### src/core/mes_pkg.sv
// Purpose: Shared constants for the motion and engine settings command handler.
// Assumes: Frames arrive least significant byte first, one byte per handshake.
// Notes: Checksum is a 16-bit sum of the payload between command word and checksum.
package mes_pkg;
  // Command words as they appear on the link, little endian.
  localparam logic [31:0] MES_CMD_SET_MOVE = 32'h766f6d73;
  localparam logic [31:0] MES_CMD_GET_MOVE = 32'h766f6d67;
  localparam logic [31:0] MES_CMD_SET_ENG = 32'h676e6573;
  // Frame lengths in bytes.
  localparam logic [5:0] MES_LEN_CMD = 6'h04;
  localparam logic [5:0] MES_LEN_MOVE = 6'h1e;
  localparam logic [5:0] MES_LEN_ENG = 6'h22;
  localparam int MES_BUF_BYTES = 34;
  localparam logic [5:0] MES_PAYLOAD_START = 6'h04;
  localparam logic [5:0] MES_CRC_BYTES = 6'h02;
  // Move settings byte positions.
  localparam int MES_MV_RATE = 4;
  localparam int MES_MV_FRAC = 8;
  localparam int MES_MV_ACC = 9;
  localparam int MES_MV_DEC = 11;
  localparam int MES_MV_BLRATE = 13;
  localparam int MES_MV_BLFRAC = 17;
  localparam logic [5:0] MES_MV_RSV_END = 6'h1b;
  localparam logic [5:0] MES_MV_CRC_LO = 6'h1c;
  localparam logic [5:0] MES_MV_CRC_HI = 6'h1d;
  // Engine settings byte positions.
  localparam int MES_EN_VOLT = 4;
  localparam int MES_EN_CURR = 6;
  localparam int MES_EN_RATE = 8;
  localparam int MES_EN_FRAC = 12;
  localparam int MES_EN_FLAGS = 13;
  localparam int MES_EN_BLCNT = 15;
  // Behaviour flag bit positions.
  localparam int MES_FL_REVERSE = 0;
  localparam int MES_FL_RMS = 1;
  localparam int MES_FL_MAXRATE = 2;
  localparam int MES_FL_BACKLASH = 3;
  localparam int MES_FL_RAMP = 4;
  localparam int MES_FL_VCAP = 5;
  localparam int MES_FL_CCAP = 6;
  localparam int MES_FL_RCAP = 7;
  // Largest accepted speed value.
  localparam logic [31:0] MES_RATE_MAX = 32'h000186a0;
  // Software register map, byte addresses.
  localparam logic [3:0] MES_REG_CTRL = 4'h0;
  localparam logic [3:0] MES_REG_STATUS = 4'h4;
  localparam logic [3:0] MES_REG_MAXRATE = 4'h8;
  localparam int MES_CTRL_DC = 0;
  localparam logic [31:0] MES_MAXRATE_RST = 32'h000186a0;
  typedef enum logic [1:0] {MES_ST_RX, MES_ST_CHK, MES_ST_TX} mes_state_t;
endpackage

### src/core/mes_settings_cmd.sv
// Purpose: Decodes move and engine settings frames and drives the settings outputs.
// Assumes: One clock, synchronous active high reset, host holds frame bytes in order.
// Notes: A frame with an unknown command word is dropped after its fourth byte.
// Functional notes
// (RQ1) Move write frame 30 bytes, 4-byte echo.
// (RQ2) Move write command word is 0x766F6D73.
// (RQ3) Target speed clamped to 100000.
// (RQ4) Fractional target speed used on stepper only.
// (RQ5) Acceleration and deceleration are 16-bit values.
// (RQ6) Backlash speed fraction used on stepper only.
// (RQ7) Move read request answered with 30 bytes.
// (RQ8) Engine write frame code 0x676E6573, fields stored.
// (RQ9) Voltage cap flag 0x20, DC motors only.
// (RQ10) Current cap flag 0x40, DC motors only.
// (RQ11) Rate cap flag 0x80 limits shaft speed.
// (RQ12) Flag 0x01 inverts feedback count direction.
// (RQ13) Flag 0x02 selects RMS current meaning.
// (RQ14) Flag 0x04 uses maximum achievable rate.
// (RQ15) Flag 0x08 enables backlash compensation.
// (RQ16) Backlash count used only when flag set.
// (RQ17) Flag 0x10 enables acceleration and deceleration ramps.
// (RQ18) Bad checksum frame leaves settings unchanged.
// (RQ19) Reserved bytes are ignored.
module mes_settings_cmd
  import mes_pkg::*;
(
  // Clock and reset.
  input wire logic clock,
  input wire logic srst,
  // Host byte stream in.
  input wire logic rx_valid,
  input wire logic [7:0] rx_data,
  output logic rx_ready,
  // Host byte stream out.
  output logic tx_valid,
  output logic [7:0] tx_data,
  input wire logic tx_ready,
  // Software register port.
  input wire logic [3:0] reg_addr,
  input wire logic [31:0] reg_wdata,
  input wire logic reg_wr,
  input wire logic reg_rd,
  output logic [31:0] reg_rdata,
  // Measurements from the drive.
  input wire logic [15:0] meas_voltage,
  input wire logic [15:0] meas_current,
  input wire logic [31:0] meas_shaft_rate,
  input wire logic shaft_dir_positive,
  // Effective settings towards the motion engine.
  output logic [31:0] eff_target_rate,
  output logic [7:0] target_rate_fraction,
  output logic [15:0] eff_accel,
  output logic [15:0] eff_decel,
  output logic [31:0] backlash_move_rate,
  output logic [7:0] backlash_move_rate_fraction,
  output logic [15:0] rated_motor_voltage,
  output logic [15:0] rated_motor_current,
  output logic [31:0] nominal_shaft_rate,
  output logic [7:0] rated_shaft_rate_fraction,
  output logic current_rms_meaning_flag,
  output logic backlash_enable,
  output logic [15:0] backlash_count,
  output logic feedback_count_up,
  output logic voltage_cap_hit,
  output logic current_cap_hit,
  output logic rate_cap_hit
);
  mes_state_t state_r;
  logic [7:0] rx_buf [0:MES_BUF_BYTES-1];
  logic [5:0] idx_r;
  logic [5:0] frame_len_r;
  logic [15:0] sum_r;
  logic is_engine_r;
  logic answer_r;
  logic [5:0] tx_len_r;
  logic [5:0] tx_idx_r;
  logic [7:0] tx_data_r;
  logic tx_valid_r;
  logic [31:0] cmd_word;
  logic crc_ok;
  logic [15:0] crc_rx;
  logic tx_fire;
  logic tx_last;
  // Stored settings.
  logic [31:0] target_rate_q;
  logic [7:0] target_frac_q;
  logic [15:0] accel_q;
  logic [15:0] decel_q;
  logic [31:0] bl_rate_q;
  logic [7:0] bl_frac_q;
  logic [15:0] volt_q;
  logic [15:0] curr_q;
  logic [31:0] rated_rate_q;
  logic [7:0] rated_frac_q;
  logic [15:0] flags_q;
  logic [15:0] bl_count_q;
  // Software registers.
  logic dc_motor_r;
  logic [31:0] max_rate_r;
  logic [7:0] bad_crc_cnt_r;
  logic [7:0] good_cnt_r;
  logic [31:0] reg_rdata_r;
  // Output flops.
  logic [31:0] eff_target_rate_r;
  logic [7:0] target_frac_r;
  logic [15:0] eff_accel_r;
  logic [15:0] eff_decel_r;
  logic [7:0] bl_frac_r;
  logic [31:0] nominal_rate_r;
  logic [7:0] rated_frac_r;
  logic backlash_enable_r;
  logic [15:0] backlash_count_r;
  logic feedback_up_r;
  logic vcap_r;
  logic ccap_r;
  logic rcap_r;

  assign cmd_word = {rx_data, rx_buf[2], rx_buf[1], rx_buf[0]};
  assign rx_ready = (state_r == MES_ST_RX);
  assign crc_rx = is_engine_r ?
                  {rx_buf[MES_LEN_ENG-1], rx_buf[MES_LEN_ENG-2]} :
                  {rx_buf[MES_MV_CRC_HI], rx_buf[MES_MV_CRC_LO]};
  assign crc_ok = (crc_rx == sum_r);
  assign tx_fire = tx_valid_r && tx_ready;
  assign tx_last = (tx_idx_r == tx_len_r - 6'h01);

  // Answer byte for a move read; the checksum covers bytes 4 to 27.
  function automatic logic [7:0] move_byte(input logic [5:0] i);
    logic [7:0] b;
    b = 8'h00;
    case (i)
      6'h04: b = target_rate_q[7:0];
      6'h05: b = target_rate_q[15:8];
      6'h06: b = target_rate_q[23:16];
      6'h07: b = target_rate_q[31:24];
      6'h08: b = target_frac_q;
      6'h09: b = accel_q[7:0];
      6'h0a: b = accel_q[15:8];
      6'h0b: b = decel_q[7:0];
      6'h0c: b = decel_q[15:8];
      6'h0d: b = bl_rate_q[7:0];
      6'h0e: b = bl_rate_q[15:8];
      6'h0f: b = bl_rate_q[23:16];
      6'h10: b = bl_rate_q[31:24];
      6'h11: b = bl_frac_q;
      default: b = 8'h00;
    endcase
    return b;
  endfunction

  logic [15:0] ans_sum;
  always_comb begin
    ans_sum = 16'h0000;
    for (int k = MES_PAYLOAD_START; k <= MES_MV_RSV_END; k++) begin
      ans_sum = ans_sum + {8'h00, move_byte(6'(k))};
    end
  end

  function automatic logic [7:0] tx_byte(input logic [5:0] i);
    logic [7:0] b;
    b = 8'h00;
    if (i < MES_LEN_CMD) begin
      b = rx_buf[i[1:0]];
    end else if (i == MES_MV_CRC_LO) begin
      b = ans_sum[7:0];
    end else if (i == MES_MV_CRC_HI) begin
      b = ans_sum[15:8];
    end else begin
      b = move_byte(i);
    end
    return b;
  endfunction

  // Receive buffer.
  always_ff @(posedge clock) begin
    if (rx_valid && rx_ready && idx_r < 6'(MES_BUF_BYTES)) begin
      rx_buf[idx_r] <= rx_data;
    end
  end

  // Frame sequencing.
  always_ff @(posedge clock) begin
    if (srst) begin
      state_r <= MES_ST_RX;
      idx_r <= 6'h00;
      frame_len_r <= MES_LEN_CMD;
      sum_r <= 16'h0000;
      is_engine_r <= 1'b0;
      answer_r <= 1'b0;
      tx_len_r <= MES_LEN_CMD;
      tx_idx_r <= 6'h00;
      tx_data_r <= 8'h00;
      tx_valid_r <= 1'b0;
    end else begin
      case (state_r)
        MES_ST_RX: begin
          if (rx_valid) begin
            idx_r <= idx_r + 6'h01;
            if (idx_r >= MES_PAYLOAD_START && idx_r < frame_len_r - MES_CRC_BYTES) begin
              sum_r <= sum_r + {8'h00, rx_data};
            end
            if (idx_r == MES_LEN_CMD - 6'h01) begin
              sum_r <= 16'h0000;
              if (cmd_word == MES_CMD_SET_MOVE) begin
                frame_len_r <= MES_LEN_MOVE; // RQ1 RQ2
                is_engine_r <= 1'b0;
              end else if (cmd_word == MES_CMD_SET_ENG) begin
                frame_len_r <= MES_LEN_ENG; // RQ8
                is_engine_r <= 1'b1;
              end else if (cmd_word == MES_CMD_GET_MOVE) begin
                state_r <= MES_ST_TX; // RQ7
                answer_r <= 1'b1;
                tx_len_r <= MES_LEN_MOVE;
                tx_idx_r <= 6'h00;
                tx_data_r <= rx_buf[0];
                tx_valid_r <= 1'b1;
                idx_r <= 6'h00;
              end else begin
                idx_r <= 6'h00;
              end
            end else if (idx_r > MES_LEN_CMD - 6'h01 && idx_r == frame_len_r - 6'h01) begin
              state_r <= MES_ST_CHK;
            end
          end
        end
        MES_ST_CHK: begin
          idx_r <= 6'h00;
          frame_len_r <= MES_LEN_CMD;
          if (crc_ok) begin
            state_r <= MES_ST_TX; // RQ1
            answer_r <= 1'b0;
            tx_len_r <= MES_LEN_CMD;
            tx_idx_r <= 6'h00;
            tx_data_r <= rx_buf[0];
            tx_valid_r <= 1'b1;
          end else begin
            state_r <= MES_ST_RX; // RQ18
          end
        end
        MES_ST_TX: begin
          if (tx_fire) begin
            if (tx_last) begin
              tx_valid_r <= 1'b0;
              state_r <= MES_ST_RX;
              sum_r <= 16'h0000;
            end else begin
              tx_idx_r <= tx_idx_r + 6'h01;
              tx_data_r <= tx_byte(tx_idx_r + 6'h01);
            end
          end
        end
        default: state_r <= MES_ST_RX;
      endcase
    end
  end

  // Settings commit; reserved bytes are never read.
  always_ff @(posedge clock) begin
    if (srst) begin
      target_rate_q <= 32'h00000000;
      target_frac_q <= 8'h00;
      accel_q <= 16'h0000;
      decel_q <= 16'h0000;
      bl_rate_q <= 32'h00000000;
      bl_frac_q <= 8'h00;
      volt_q <= 16'h0000;
      curr_q <= 16'h0000;
      rated_rate_q <= 32'h00000000;
      rated_frac_q <= 8'h00;
      flags_q <= 16'h0000;
      bl_count_q <= 16'h0000;
    end else if (state_r == MES_ST_CHK && crc_ok) begin // RQ18 RQ19
      if (!is_engine_r) begin
        target_rate_q <= {rx_buf[MES_MV_RATE+3], rx_buf[MES_MV_RATE+2],
                          rx_buf[MES_MV_RATE+1], rx_buf[MES_MV_RATE]};
        target_frac_q <= rx_buf[MES_MV_FRAC];
        accel_q <= {rx_buf[MES_MV_ACC+1], rx_buf[MES_MV_ACC]}; // RQ5
        decel_q <= {rx_buf[MES_MV_DEC+1], rx_buf[MES_MV_DEC]}; // RQ5
        bl_rate_q <= {rx_buf[MES_MV_BLRATE+3], rx_buf[MES_MV_BLRATE+2],
                      rx_buf[MES_MV_BLRATE+1], rx_buf[MES_MV_BLRATE]};
        bl_frac_q <= rx_buf[MES_MV_BLFRAC];
      end else begin
        volt_q <= {rx_buf[MES_EN_VOLT+1], rx_buf[MES_EN_VOLT]}; // RQ8
        curr_q <= {rx_buf[MES_EN_CURR+1], rx_buf[MES_EN_CURR]};
        rated_rate_q <= {rx_buf[MES_EN_RATE+3], rx_buf[MES_EN_RATE+2],
                         rx_buf[MES_EN_RATE+1], rx_buf[MES_EN_RATE]};
        rated_frac_q <= rx_buf[MES_EN_FRAC];
        flags_q <= {rx_buf[MES_EN_FLAGS+1], rx_buf[MES_EN_FLAGS]};
        bl_count_q <= {rx_buf[MES_EN_BLCNT+1], rx_buf[MES_EN_BLCNT]};
      end
    end
  end

  // Effective values; registered so the engine sees glitch-free settings.
  always_ff @(posedge clock) begin
    if (srst) begin
      eff_target_rate_r <= 32'h00000000;
      target_frac_r <= 8'h00;
      eff_accel_r <= 16'h0000;
      eff_decel_r <= 16'h0000;
      bl_frac_r <= 8'h00;
      nominal_rate_r <= 32'h00000000;
      rated_frac_r <= 8'h00;
      backlash_enable_r <= 1'b0;
      backlash_count_r <= 16'h0000;
      feedback_up_r <= 1'b0;
      vcap_r <= 1'b0;
      ccap_r <= 1'b0;
      rcap_r <= 1'b0;
    end else begin
      eff_target_rate_r <= (target_rate_q > MES_RATE_MAX) ? MES_RATE_MAX : target_rate_q; // RQ3
      target_frac_r <= dc_motor_r ? 8'h00 : target_frac_q; // RQ4
      eff_accel_r <= flags_q[MES_FL_RAMP] ? accel_q : 16'h0000; // RQ17
      eff_decel_r <= flags_q[MES_FL_RAMP] ? decel_q : 16'h0000; // RQ17
      bl_frac_r <= dc_motor_r ? 8'h00 : bl_frac_q; // RQ6
      nominal_rate_r <= flags_q[MES_FL_MAXRATE] ? max_rate_r : rated_rate_q; // RQ14
      rated_frac_r <= dc_motor_r ? 8'h00 : rated_frac_q;
      backlash_enable_r <= flags_q[MES_FL_BACKLASH]; // RQ15
      backlash_count_r <= flags_q[MES_FL_BACKLASH] ? bl_count_q : 16'h0000; // RQ16
      feedback_up_r <= shaft_dir_positive ^ flags_q[MES_FL_REVERSE]; // RQ12
      vcap_r <= dc_motor_r && flags_q[MES_FL_VCAP] && meas_voltage >= volt_q; // RQ9
      ccap_r <= dc_motor_r && flags_q[MES_FL_CCAP] && meas_current >= curr_q; // RQ10
      rcap_r <= flags_q[MES_FL_RCAP] && meas_shaft_rate >= rated_rate_q; // RQ11
    end
  end

  // Software registers; counters saturate so a burst of errors stays visible.
  always_ff @(posedge clock) begin
    if (srst) begin
      dc_motor_r <= 1'b0;
      max_rate_r <= MES_MAXRATE_RST;
      bad_crc_cnt_r <= 8'h00;
      good_cnt_r <= 8'h00;
      reg_rdata_r <= 32'h00000000;
    end else begin
      if (reg_wr && reg_addr == MES_REG_CTRL) begin
        dc_motor_r <= reg_wdata[MES_CTRL_DC];
      end
      if (reg_wr && reg_addr == MES_REG_MAXRATE) begin
        max_rate_r <= reg_wdata;
      end
      if (state_r == MES_ST_CHK && !crc_ok && bad_crc_cnt_r != 8'hff) begin
        bad_crc_cnt_r <= bad_crc_cnt_r + 8'h01;
      end
      if (state_r == MES_ST_CHK && crc_ok && good_cnt_r != 8'hff) begin
        good_cnt_r <= good_cnt_r + 8'h01;
      end
      reg_rdata_r <= 32'h00000000;
      if (reg_rd) begin
        case (reg_addr)
          MES_REG_CTRL: reg_rdata_r <= {31'h00000000, dc_motor_r};
          MES_REG_STATUS: reg_rdata_r <= {15'h0000, tx_valid_r, good_cnt_r, bad_crc_cnt_r};
          MES_REG_MAXRATE: reg_rdata_r <= max_rate_r;
          default: reg_rdata_r <= 32'h00000000;
        endcase
      end
    end
  end

  assign tx_valid = tx_valid_r;
  assign tx_data = tx_data_r;
  assign reg_rdata = reg_rdata_r;
  assign eff_target_rate = eff_target_rate_r;
  assign target_rate_fraction = target_frac_r;
  assign eff_accel = eff_accel_r;
  assign eff_decel = eff_decel_r;
  assign backlash_move_rate = bl_rate_q;
  assign backlash_move_rate_fraction = bl_frac_r;
  assign rated_motor_voltage = volt_q;
  assign rated_motor_current = curr_q;
  assign nominal_shaft_rate = nominal_rate_r;
  assign rated_shaft_rate_fraction = rated_frac_r;
  assign current_rms_meaning_flag = flags_q[MES_FL_RMS]; // RQ13
  assign backlash_enable = backlash_enable_r;
  assign backlash_count = backlash_count_r;
  assign feedback_count_up = feedback_up_r;
  assign voltage_cap_hit = vcap_r;
  assign current_cap_hit = ccap_r;
  assign rate_cap_hit = rcap_r;
endmodule

### config.mk
export PLATFORM = sky130hd
export DESIGN_NAME = mes_settings_cmd
export DESIGN_NICKNAME = d
export VERILOG_FILES = /design/src/core/mes_pkg.sv /design/src/core/mes_settings_cmd.sv
export SDC_FILE = /design/constraint.sdc
export NUM_CORES = 1
export LEC_CHECK = 0
export BUFFER_PORTS_ARGS = -buffer_cell sky130_fd_sc_hd__buf_2
export CELL_PAD_IN_SITES_DETAIL_PLACEMENT = 2
export CELL_PAD_IN_SITES_GLOBAL_PLACEMENT = 2
export CORE_MARGIN = 5
export CORE_UTILIZATION = 38
export DETAILED_ROUTE_END_ITERATION = 8
export PLACE_DENSITY = 0.87
export SKIP_LAST_GASP = 1
export SYNTH_ARGS = -nofsm -noshare
export SYNTH_HDL_FRONTEND = slang
export SYNTH_SLANG_ARGS = --single-unit
### constraint.sdc
create_clock -name clock -period 6.3 [get_ports clock]
set_clock_uncertainty 0.15 [all_clocks]
set_input_delay 0.315 -clock clock [delete_from_list [all_inputs] [get_ports clock]]
set_output_delay 0.315 -clock clock [all_outputs]
set_load 0.01 [all_outputs]
# Word level (Yosys, flattened, before mapping)
# Memories as Yosys holds them, arrays and structs flattened. A register that Yosys moved wholly into a read port is not among the register bits.
# Cells that the tools add are included.
[totals] register_bits=474 latch_bits=0 mem_bits_rw=272 romBits=0 input_bits=115 out_inout_bits=248 word_cells=229 n_memories=1
[mem_list] memory="rx_buf" words=34 width=8 read_ports=22 rd_clocked_by_memory_dff=2 wr=1 line="mes_settings_cmd.sv:69" text="logic [7:0] rx_buf [0:MES_BUF_BYTES-1];"
[classes] add_sub_neg=21 mul=0 n_div=0 n_lt_le_gt_ge=9 eq_ne=44 n_shift=0 mux=72 bitwise_logic=5 reduce_logical=38
[op_table] operator="two-way mux 6 bit" n=22
[op_table] operator="one-hot mux 8 bit (14 select lines)" n=1
[op_table] operator="adder 16 x 8 -> 16 bit" n=6
[op_table] operator="== test 32 x 31 -> 1 bit, second input constant" n=3
[op_table] operator="two-way mux 16 bit" n=6
[op_table] operator="one-hot mux 32 bit (3 select lines)" n=1
[op_table] operator="two-way mux 8 bit" n=11
[op_table] operator="== test 6 x 4 -> 1 bit, second input constant" n=8
[op_table] operator="one-hot mux 6 bit (2 select lines)" n=3
[op_table] operator="greater-or-equal comparator 16 bit" n=2
[op_table] operator="greater-or-equal comparator 32 bit" n=1
[op_table] operator="greater-than comparator 32 x 17 -> 1 bit, second input constant" n=1
[op_table] operator="two-way mux 32 bit" n=1
[op_table] operator="one-hot mux 16 bit (2 select lines)" n=1
[op_table] operator="== test 6 x 3 -> 1 bit, second input constant" n=4
[op_table] operator="== test 6 x 5 -> 1 bit, second input constant" n=4
[op_table] operator="one-hot mux 8 bit (3 select lines)" n=1
[op_table] operator="two-way mux 2 bit" n=9
[op_table] operator="one-hot mux 6 bit (3 select lines)" n=1
[op_table] operator="AND reduction 9 bit" n=2
[op_table] operator="two-way mux 17 bit" n=1
[op_table] operator="adder 15 x 8 -> 16 bit" n=1
[op_table] operator="adder 8 x 1 -> 8 bit, second input constant" n=2
[op_table] operator="== test 16 bit" n=1
[op_table] operator="other kinds (43)" n=96

# Longest topological paths before layout
[logic_depth] word_depth=19 ltp_mapped=22

# Worst setup path after synthesis
# OpenSTA, ideal clock, no wires.
[synth_timing] kind="flip-flop to flip-flop" startpoint="register bl_rate_q[2] (netlist: backlash_move_rate[2]), read port of rx_buf" endpoint="register tx_data_r[1] (netlist: tx_data[1])" setup_time_ns=0.134 arrival_ns=5.466 slack_ns=0.550 stages_incl_launch_ff=21 synth_period_minus_slack_ns=5.750 cell_sequence="dfxtp_1 inv_1 fa_1 inv_1 fa_1 fa_1 fa_1 inv_1 fa_1 inv_1 fa_1 inv_1 fa_1 nand2b_1 a21oi_1 o211ai_1 a21boi_0 o21ai_0 a311oi_1 a2bb2oi_1 a211oi_1"
[synth_between] elab_chain_len=11
[synth_rtl] element="start, declared" line="mes_settings_cmd.sv:89" text="logic [31:0] bl_rate_q;"
[synth_rtl] element="adder 16 x 8 -> 16 bit (5 in series)" line="mes_settings_cmd.sv:155" text="ans_sum = ans_sum + {8'h00, move_byte(6'(k))};"
[synth_rtl] element="two-way mux 8 bit" line="mes_settings_cmd.sv:166" text="end else if (i == MES_MV_CRC_HI) begin"
[synth_rtl] element="two-way mux 8 bit" line="mes_settings_cmd.sv:164" text="end else if (i == MES_MV_CRC_LO) begin"
[synth_rtl] element="two-way mux 8 bit" line="mes_settings_cmd.sv:162" text="if (i < MES_LEN_CMD) begin"
[synth_rtl] element="two-way mux 8 bit" line="mes_settings_cmd.sv:242" text="if (tx_last) begin"
[synth_rtl] element="two-way mux 8 bit" line="mes_settings_cmd.sv:241" text="if (tx_fire) begin"
[synth_rtl] element="one-hot mux 8 bit (3 select lines)" line="mes_settings_cmd.sv:195" text="case (state_r)"
[synth_rtl] element="end signal, assigned" line="mes_settings_cmd.sv:215" text="tx_data_r <= rx_buf[0];"
[synth_rtl] element="end signal, assigned" line="mes_settings_cmd.sv:234" text="tx_data_r <= rx_buf[0];"
[synth_rtl] element="end signal, assigned" line="mes_settings_cmd.sv:248" text="tx_data_r <= tx_byte(tx_idx_r + 6'h01);"
[synth_rtl] element="end, declared" line="mes_settings_cmd.sv:77" text="logic [7:0] tx_data_r;"
# No other way between the ends. The select of a mux whose other input is x is not followed.
# A chain may end at the register's enable or synchronous reset.

# Final worst setup path
[layout_timing] startpoint="register target_rate_q[26], read port of rx_buf" endpoint="register tx_data_r[1] (netlist: tx_data[1])"
[layout_between] elab_chain_len=17
[layout_rtl] element="start, declared" line="mes_settings_cmd.sv:85" text="logic [31:0] target_rate_q;"
[layout_rtl] element="adder 10 x 8 -> 11 bit" line="mes_settings_cmd.sv:155"
[layout_rtl] element="adder 11 x 8 -> 12 bit" line="mes_settings_cmd.sv:155"
[layout_rtl] element="adder 12 x 8 -> 13 bit" line="mes_settings_cmd.sv:155"
[layout_rtl] element="adder 13 x 8 -> 14 bit" line="mes_settings_cmd.sv:155"
[layout_rtl] element="adder 14 x 8 -> 15 bit" line="mes_settings_cmd.sv:155"
[layout_rtl] element="adder 15 x 8 -> 16 bit" line="mes_settings_cmd.sv:155"
[layout_rtl] element="adder 16 x 8 -> 16 bit (5 in series)" line="mes_settings_cmd.sv:155"
[layout_rtl] element="two-way mux 8 bit" line="mes_settings_cmd.sv:166"
[layout_rtl] element="two-way mux 8 bit" line="mes_settings_cmd.sv:164"
[layout_rtl] element="two-way mux 8 bit" line="mes_settings_cmd.sv:162"
[layout_rtl] element="two-way mux 8 bit" line="mes_settings_cmd.sv:242"
[layout_rtl] element="two-way mux 8 bit" line="mes_settings_cmd.sv:241"
[layout_rtl] element="one-hot mux 8 bit (3 select lines)" line="mes_settings_cmd.sv:195"
# No other way between the ends. The select of a mux whose other input is x is not followed.

==> metrics.md <==
| Metric | Value |
|---|---|
| Status | complete, no violations |
| Die area | between 80000 and 90000 sq um |
| CTS tree | built |
| Num CTS Buffers | 73 |
| Minimum hold slack | 0.0460 ns |
| Initial antenna violation count | 15 |
| DRC violation count after routing | 0 |
| Req. time, crit path | between 6 and 7 ns |
| Synth warn | 0 |
| LEAKAGE | ~14 nW |
| Area Growth Syn to Fin | 20.9% |
| Slew of the pin with the lowest slew margin | 1.34 ns |
| Synth unique cells | 84 |
| Fin. max-slew vios | 0 |
| Final worst slack | around 0.25 ns |
| Area share of fa/ha/maj cells after synthesis | a little under an eighth |
| Power Density | roughly 260 nW/um^2 |
| Post-synth top area share | approximately 33% |
| Total Routing Usage GR | a little over 30% |
| Gr ovfl total | 0 |
| Worst Path Arrival | between 6 and 7 ns |
| Core Region | about 75000 sq um |
| Row count | 100 |
| Synth Area per Inst | between 10 and 15 sq um |
| Wirelength per Cell | between 30 and 40 um |
| Compound-gate portion of the synthesized area | about a tenth |
| Area of placed instances | approximately 32000 sq um |
| Type of the tightest min-delay check | primary input to flip-flop |
| Antenna-violating nets left | 0 |
| Fin area | between 30000 and 40000 sq um |
| Max Root-Sink Buffers | 3 |
| Async set or reset register ratio after synthesis | 0% |
| Clk slew on worst S/H paths | 0.07 ns |
| HPWL Detailed | between 90000 and 100000 um |
| Simple-gate share of the synthesized area | 14.1% |
| Vias per cell | 5.68 |
| Largest family of logic cells by synthesized area | simple AND/OR/NAND/NOR gates |
| Layout Nets | 3513 |
| Largest net degree at the start of global routing | around 120 |
| Largest cells by area after synthesis | dfxtp_1 33%, edfxtp_1 18%, fa_1 6.4% |
| CP Max Fanout | 4 |
| Number of flops mapped to enable cells by yosys | around 180 |
| Vias in the first global route | approximately 27000 |
| First-pass GRT wire length | between 150000 and 200000 um |
| Number of synthesized register bits | roughly 650 |
| Period minus WS final | around 6.0 ns |
| Vias | 24012 |
| Max_cap viols | 0 |
| Postcts setup bufs | 0 |
| Mapped Area | 28700 sq um |
| WS Path Type | flip-flop to flip-flop |
| H-Tree Depth | 3 |
| First drt pass iteration count | 5 |
| VDD IR-drop max | between 200 and 250 uV |
| Count leader, synth | dfxtp_1 |
| Post-synthesis sequential area ratio | 51.5% |
| Pwr Total | 0.00914 W |
| First-iteration detailed-routing DRC count | about 1700 |
| Layout cell share with drive strength beyond 1 | 19.2% |
| Port Buffers | between 300 and 400 |
| Endpoints failing setup | 0 |
| Xor and xnor area share after synthesis | roughly 1.3% |
| Clock Latency Late Sink | 0.64 ns |
| Worst setup SP type | flip-flop |
| Slew Limit Headroom | 10.5% |
| Starting density of the core | 38.4% |
| CTS Root Cell | clkbuf_16 |
| Routability cong. | around 0.96 |
| Crit share post-route | roughly 96% |
| Most frequent cells after synthesis | 475 x dfxtp_1, 318 x nand2_1, 271 x nor2_1 |
| Die Y | between 200 and 300 um |
| Final hold violations | 0 |
| Total clock sinks | around 650 |
| Unrepaired setup endpoints after global routing | no |
| Max Freq | 165 MHz |
| # IOs | 363 |
| Mux share of post-synthesis cell area | between 6 and 7% |
| Leading area contributor after synthesis | dfxtp_1 |
| Most common flop cell mapped by yosys | dfxtp_1 |
| Fin util | between 40% and 50% |
| Chip width | ~280 um |
| Pre-CTS setup slack | -0.0582 ns |
| CP Capture Type | flip-flop |
| Final wirelength | roughly 130000 um |
| Post-Syn Instances | around 2800 |
## registers in the layout (all words and copies together) (netlist names), 16 cells and up
signal / count
accel_q: 16
backlash_count: 16
backlash_move_rate: 32
bl_count_q: 16
decel_q: 16
eff_accel: 16
eff_decel: 16
eff_target_rate: 32
max_rate_r: 32
nominal_shaft_rate: 32
rated_motor_current: 16
rated_motor_voltage: 16
rated_rate_q: 32
reg_rdata: 32
rx_buf: 176
sum_r: 16
target_rate_q: 32
## layout by cell type (no fill, tap or decap), drive strengths merged, types with 26 or more instances in the layout
| cell type | netlist | final |
|---|---|---|
| a211oi | 26 | 26 |
| a21o | 31 | 31 |
| a21oi | 190 | 190 |
| a22oi | 47 | 47 |
| and2 | 91 | 91 |
| buf | 42 | 441 |
| clkbuf | 87 | 101 |
| dfxtp | 475 | 475 |
| dlygate4sd3 | 0 | 37 |
| edfxtp | 176 | 176 |
| fa | 92 | 92 |
| ha | 111 | 111 |
| inv | 233 | 238 |
| mux2i | 168 | 168 |
| nand2 | 318 | 318 |
| nand3 | 48 | 48 |
| nor2 | 272 | 272 |
| nor3 | 33 | 33 |
| o21ai | 42 | 42 |
| xnor2 | 30 | 30 |
## report_power, final
part / total, W / switching [W] / internal (W)
sequential: 0.00434 / 0.0000234 / 0.00432
clock: 0.00443 / 0.00190 / 0.00253
combinational: 0.000360 / 0.000241 / 0.000119
total: 0.00914 / 0.00217 / 0.00697
## metrics by stage
step	setup TNS, ns	std cells
after floorplan	0	2771
after global placement	0	4052
after detailed placement	-0.0582	4052
after CTS	-0.0737	4225
after global routing	0	4226
final	0	4227
## per-layer routing
| metal | wire length (um) | vias up | global-route usage (%) |
|---|---|---|---|
| li1 | - | 10296 | - |
| met1 | 49100 | 12428 | 36.5 |
| met2 | 64800 | 970 | 54.8 |
| met3 | 9080 | 306 | 6.30 |
| met4 | 6280 | 12 | 13.0 |
| met5 | 80 | - | 0 |
## repair_timing
item / in CTS / in global routing
gates resized for setup: 2 / 22
pin swaps: 0 / 7
endpoints found under the hold margin: 74 / 0
cloned: 0 / 0
hold buffers: 37 / 0
setup endpoints to repair: 4 / 7
## cells by family (layout without fill, tap and decap cells)
family                     after synthesis  after routing
AOI/OAI and AO/OA                      432            432
xor gates and xnor gates                44             44
adders and majority gates              203            203
buffers and inverters                  362            847
DFF                                    651            651
muxes                                  180            180
other                                    1             17
and+or+nand+nor                        884            884
## cell type report
class / instances / area, sq um
antenna: 2 / 5.00
clock buffer: 101 / 2070
clock inverter: 35 / 369
fill: 7637 / 40000
inverter: 233 / 875
multi-input combinational: 1758 / 12600
sequential: 651 / 14800
tap: 969 / 1210
timing repair buffer: 478 / 2810
## critical path, stage by stage, from the launching register on
cell,delay [ns]
dfxtp_1,0.38
fa_1,0.52
inv_1,0.07
fa_1,0.53
inv_1,0.07
fa_1,0.50
fa_1,0.57
inv_1,0.06
fa_1,0.54
inv_1,0.07
fa_1,0.55
inv_1,0.08
fa_1,0.45
nand2b_4,0.18
a21oi_4,0.17
o211ai_1,0.12
a21boi_2,0.22
o21ai_1,0.09
a311oi_2,0.29
a2bb2oi_1,0.18
a211oi_1,0.09
## final timing paths
| kind | slack (ns) | start | to | depth (start not counted) |
|---|---|---|---|---|
| setup / recovery | 0.25 | target_rate_q[26]$_SDFFE_PP0P_ | tx_data[1]$_SDFFE_PP0P_ | 20 |
| hold / removal | 0.05 | reg_addr[2] | dc_motor_r$_SDFFE_PP0P_ | 4 |
| setup reg to reg | 0.25 | target_rate_q[26]$_SDFFE_PP0P_ | tx_data[1]$_SDFFE_PP0P_ | 20 |
| hold reg to reg | 0.31 | rated_frac_q[4]$_SDFFE_PP0P_ | rated_frac_q[4]$_SDFFE_PP0P_ | 2 |
Power figures use the tool's default switching activity.
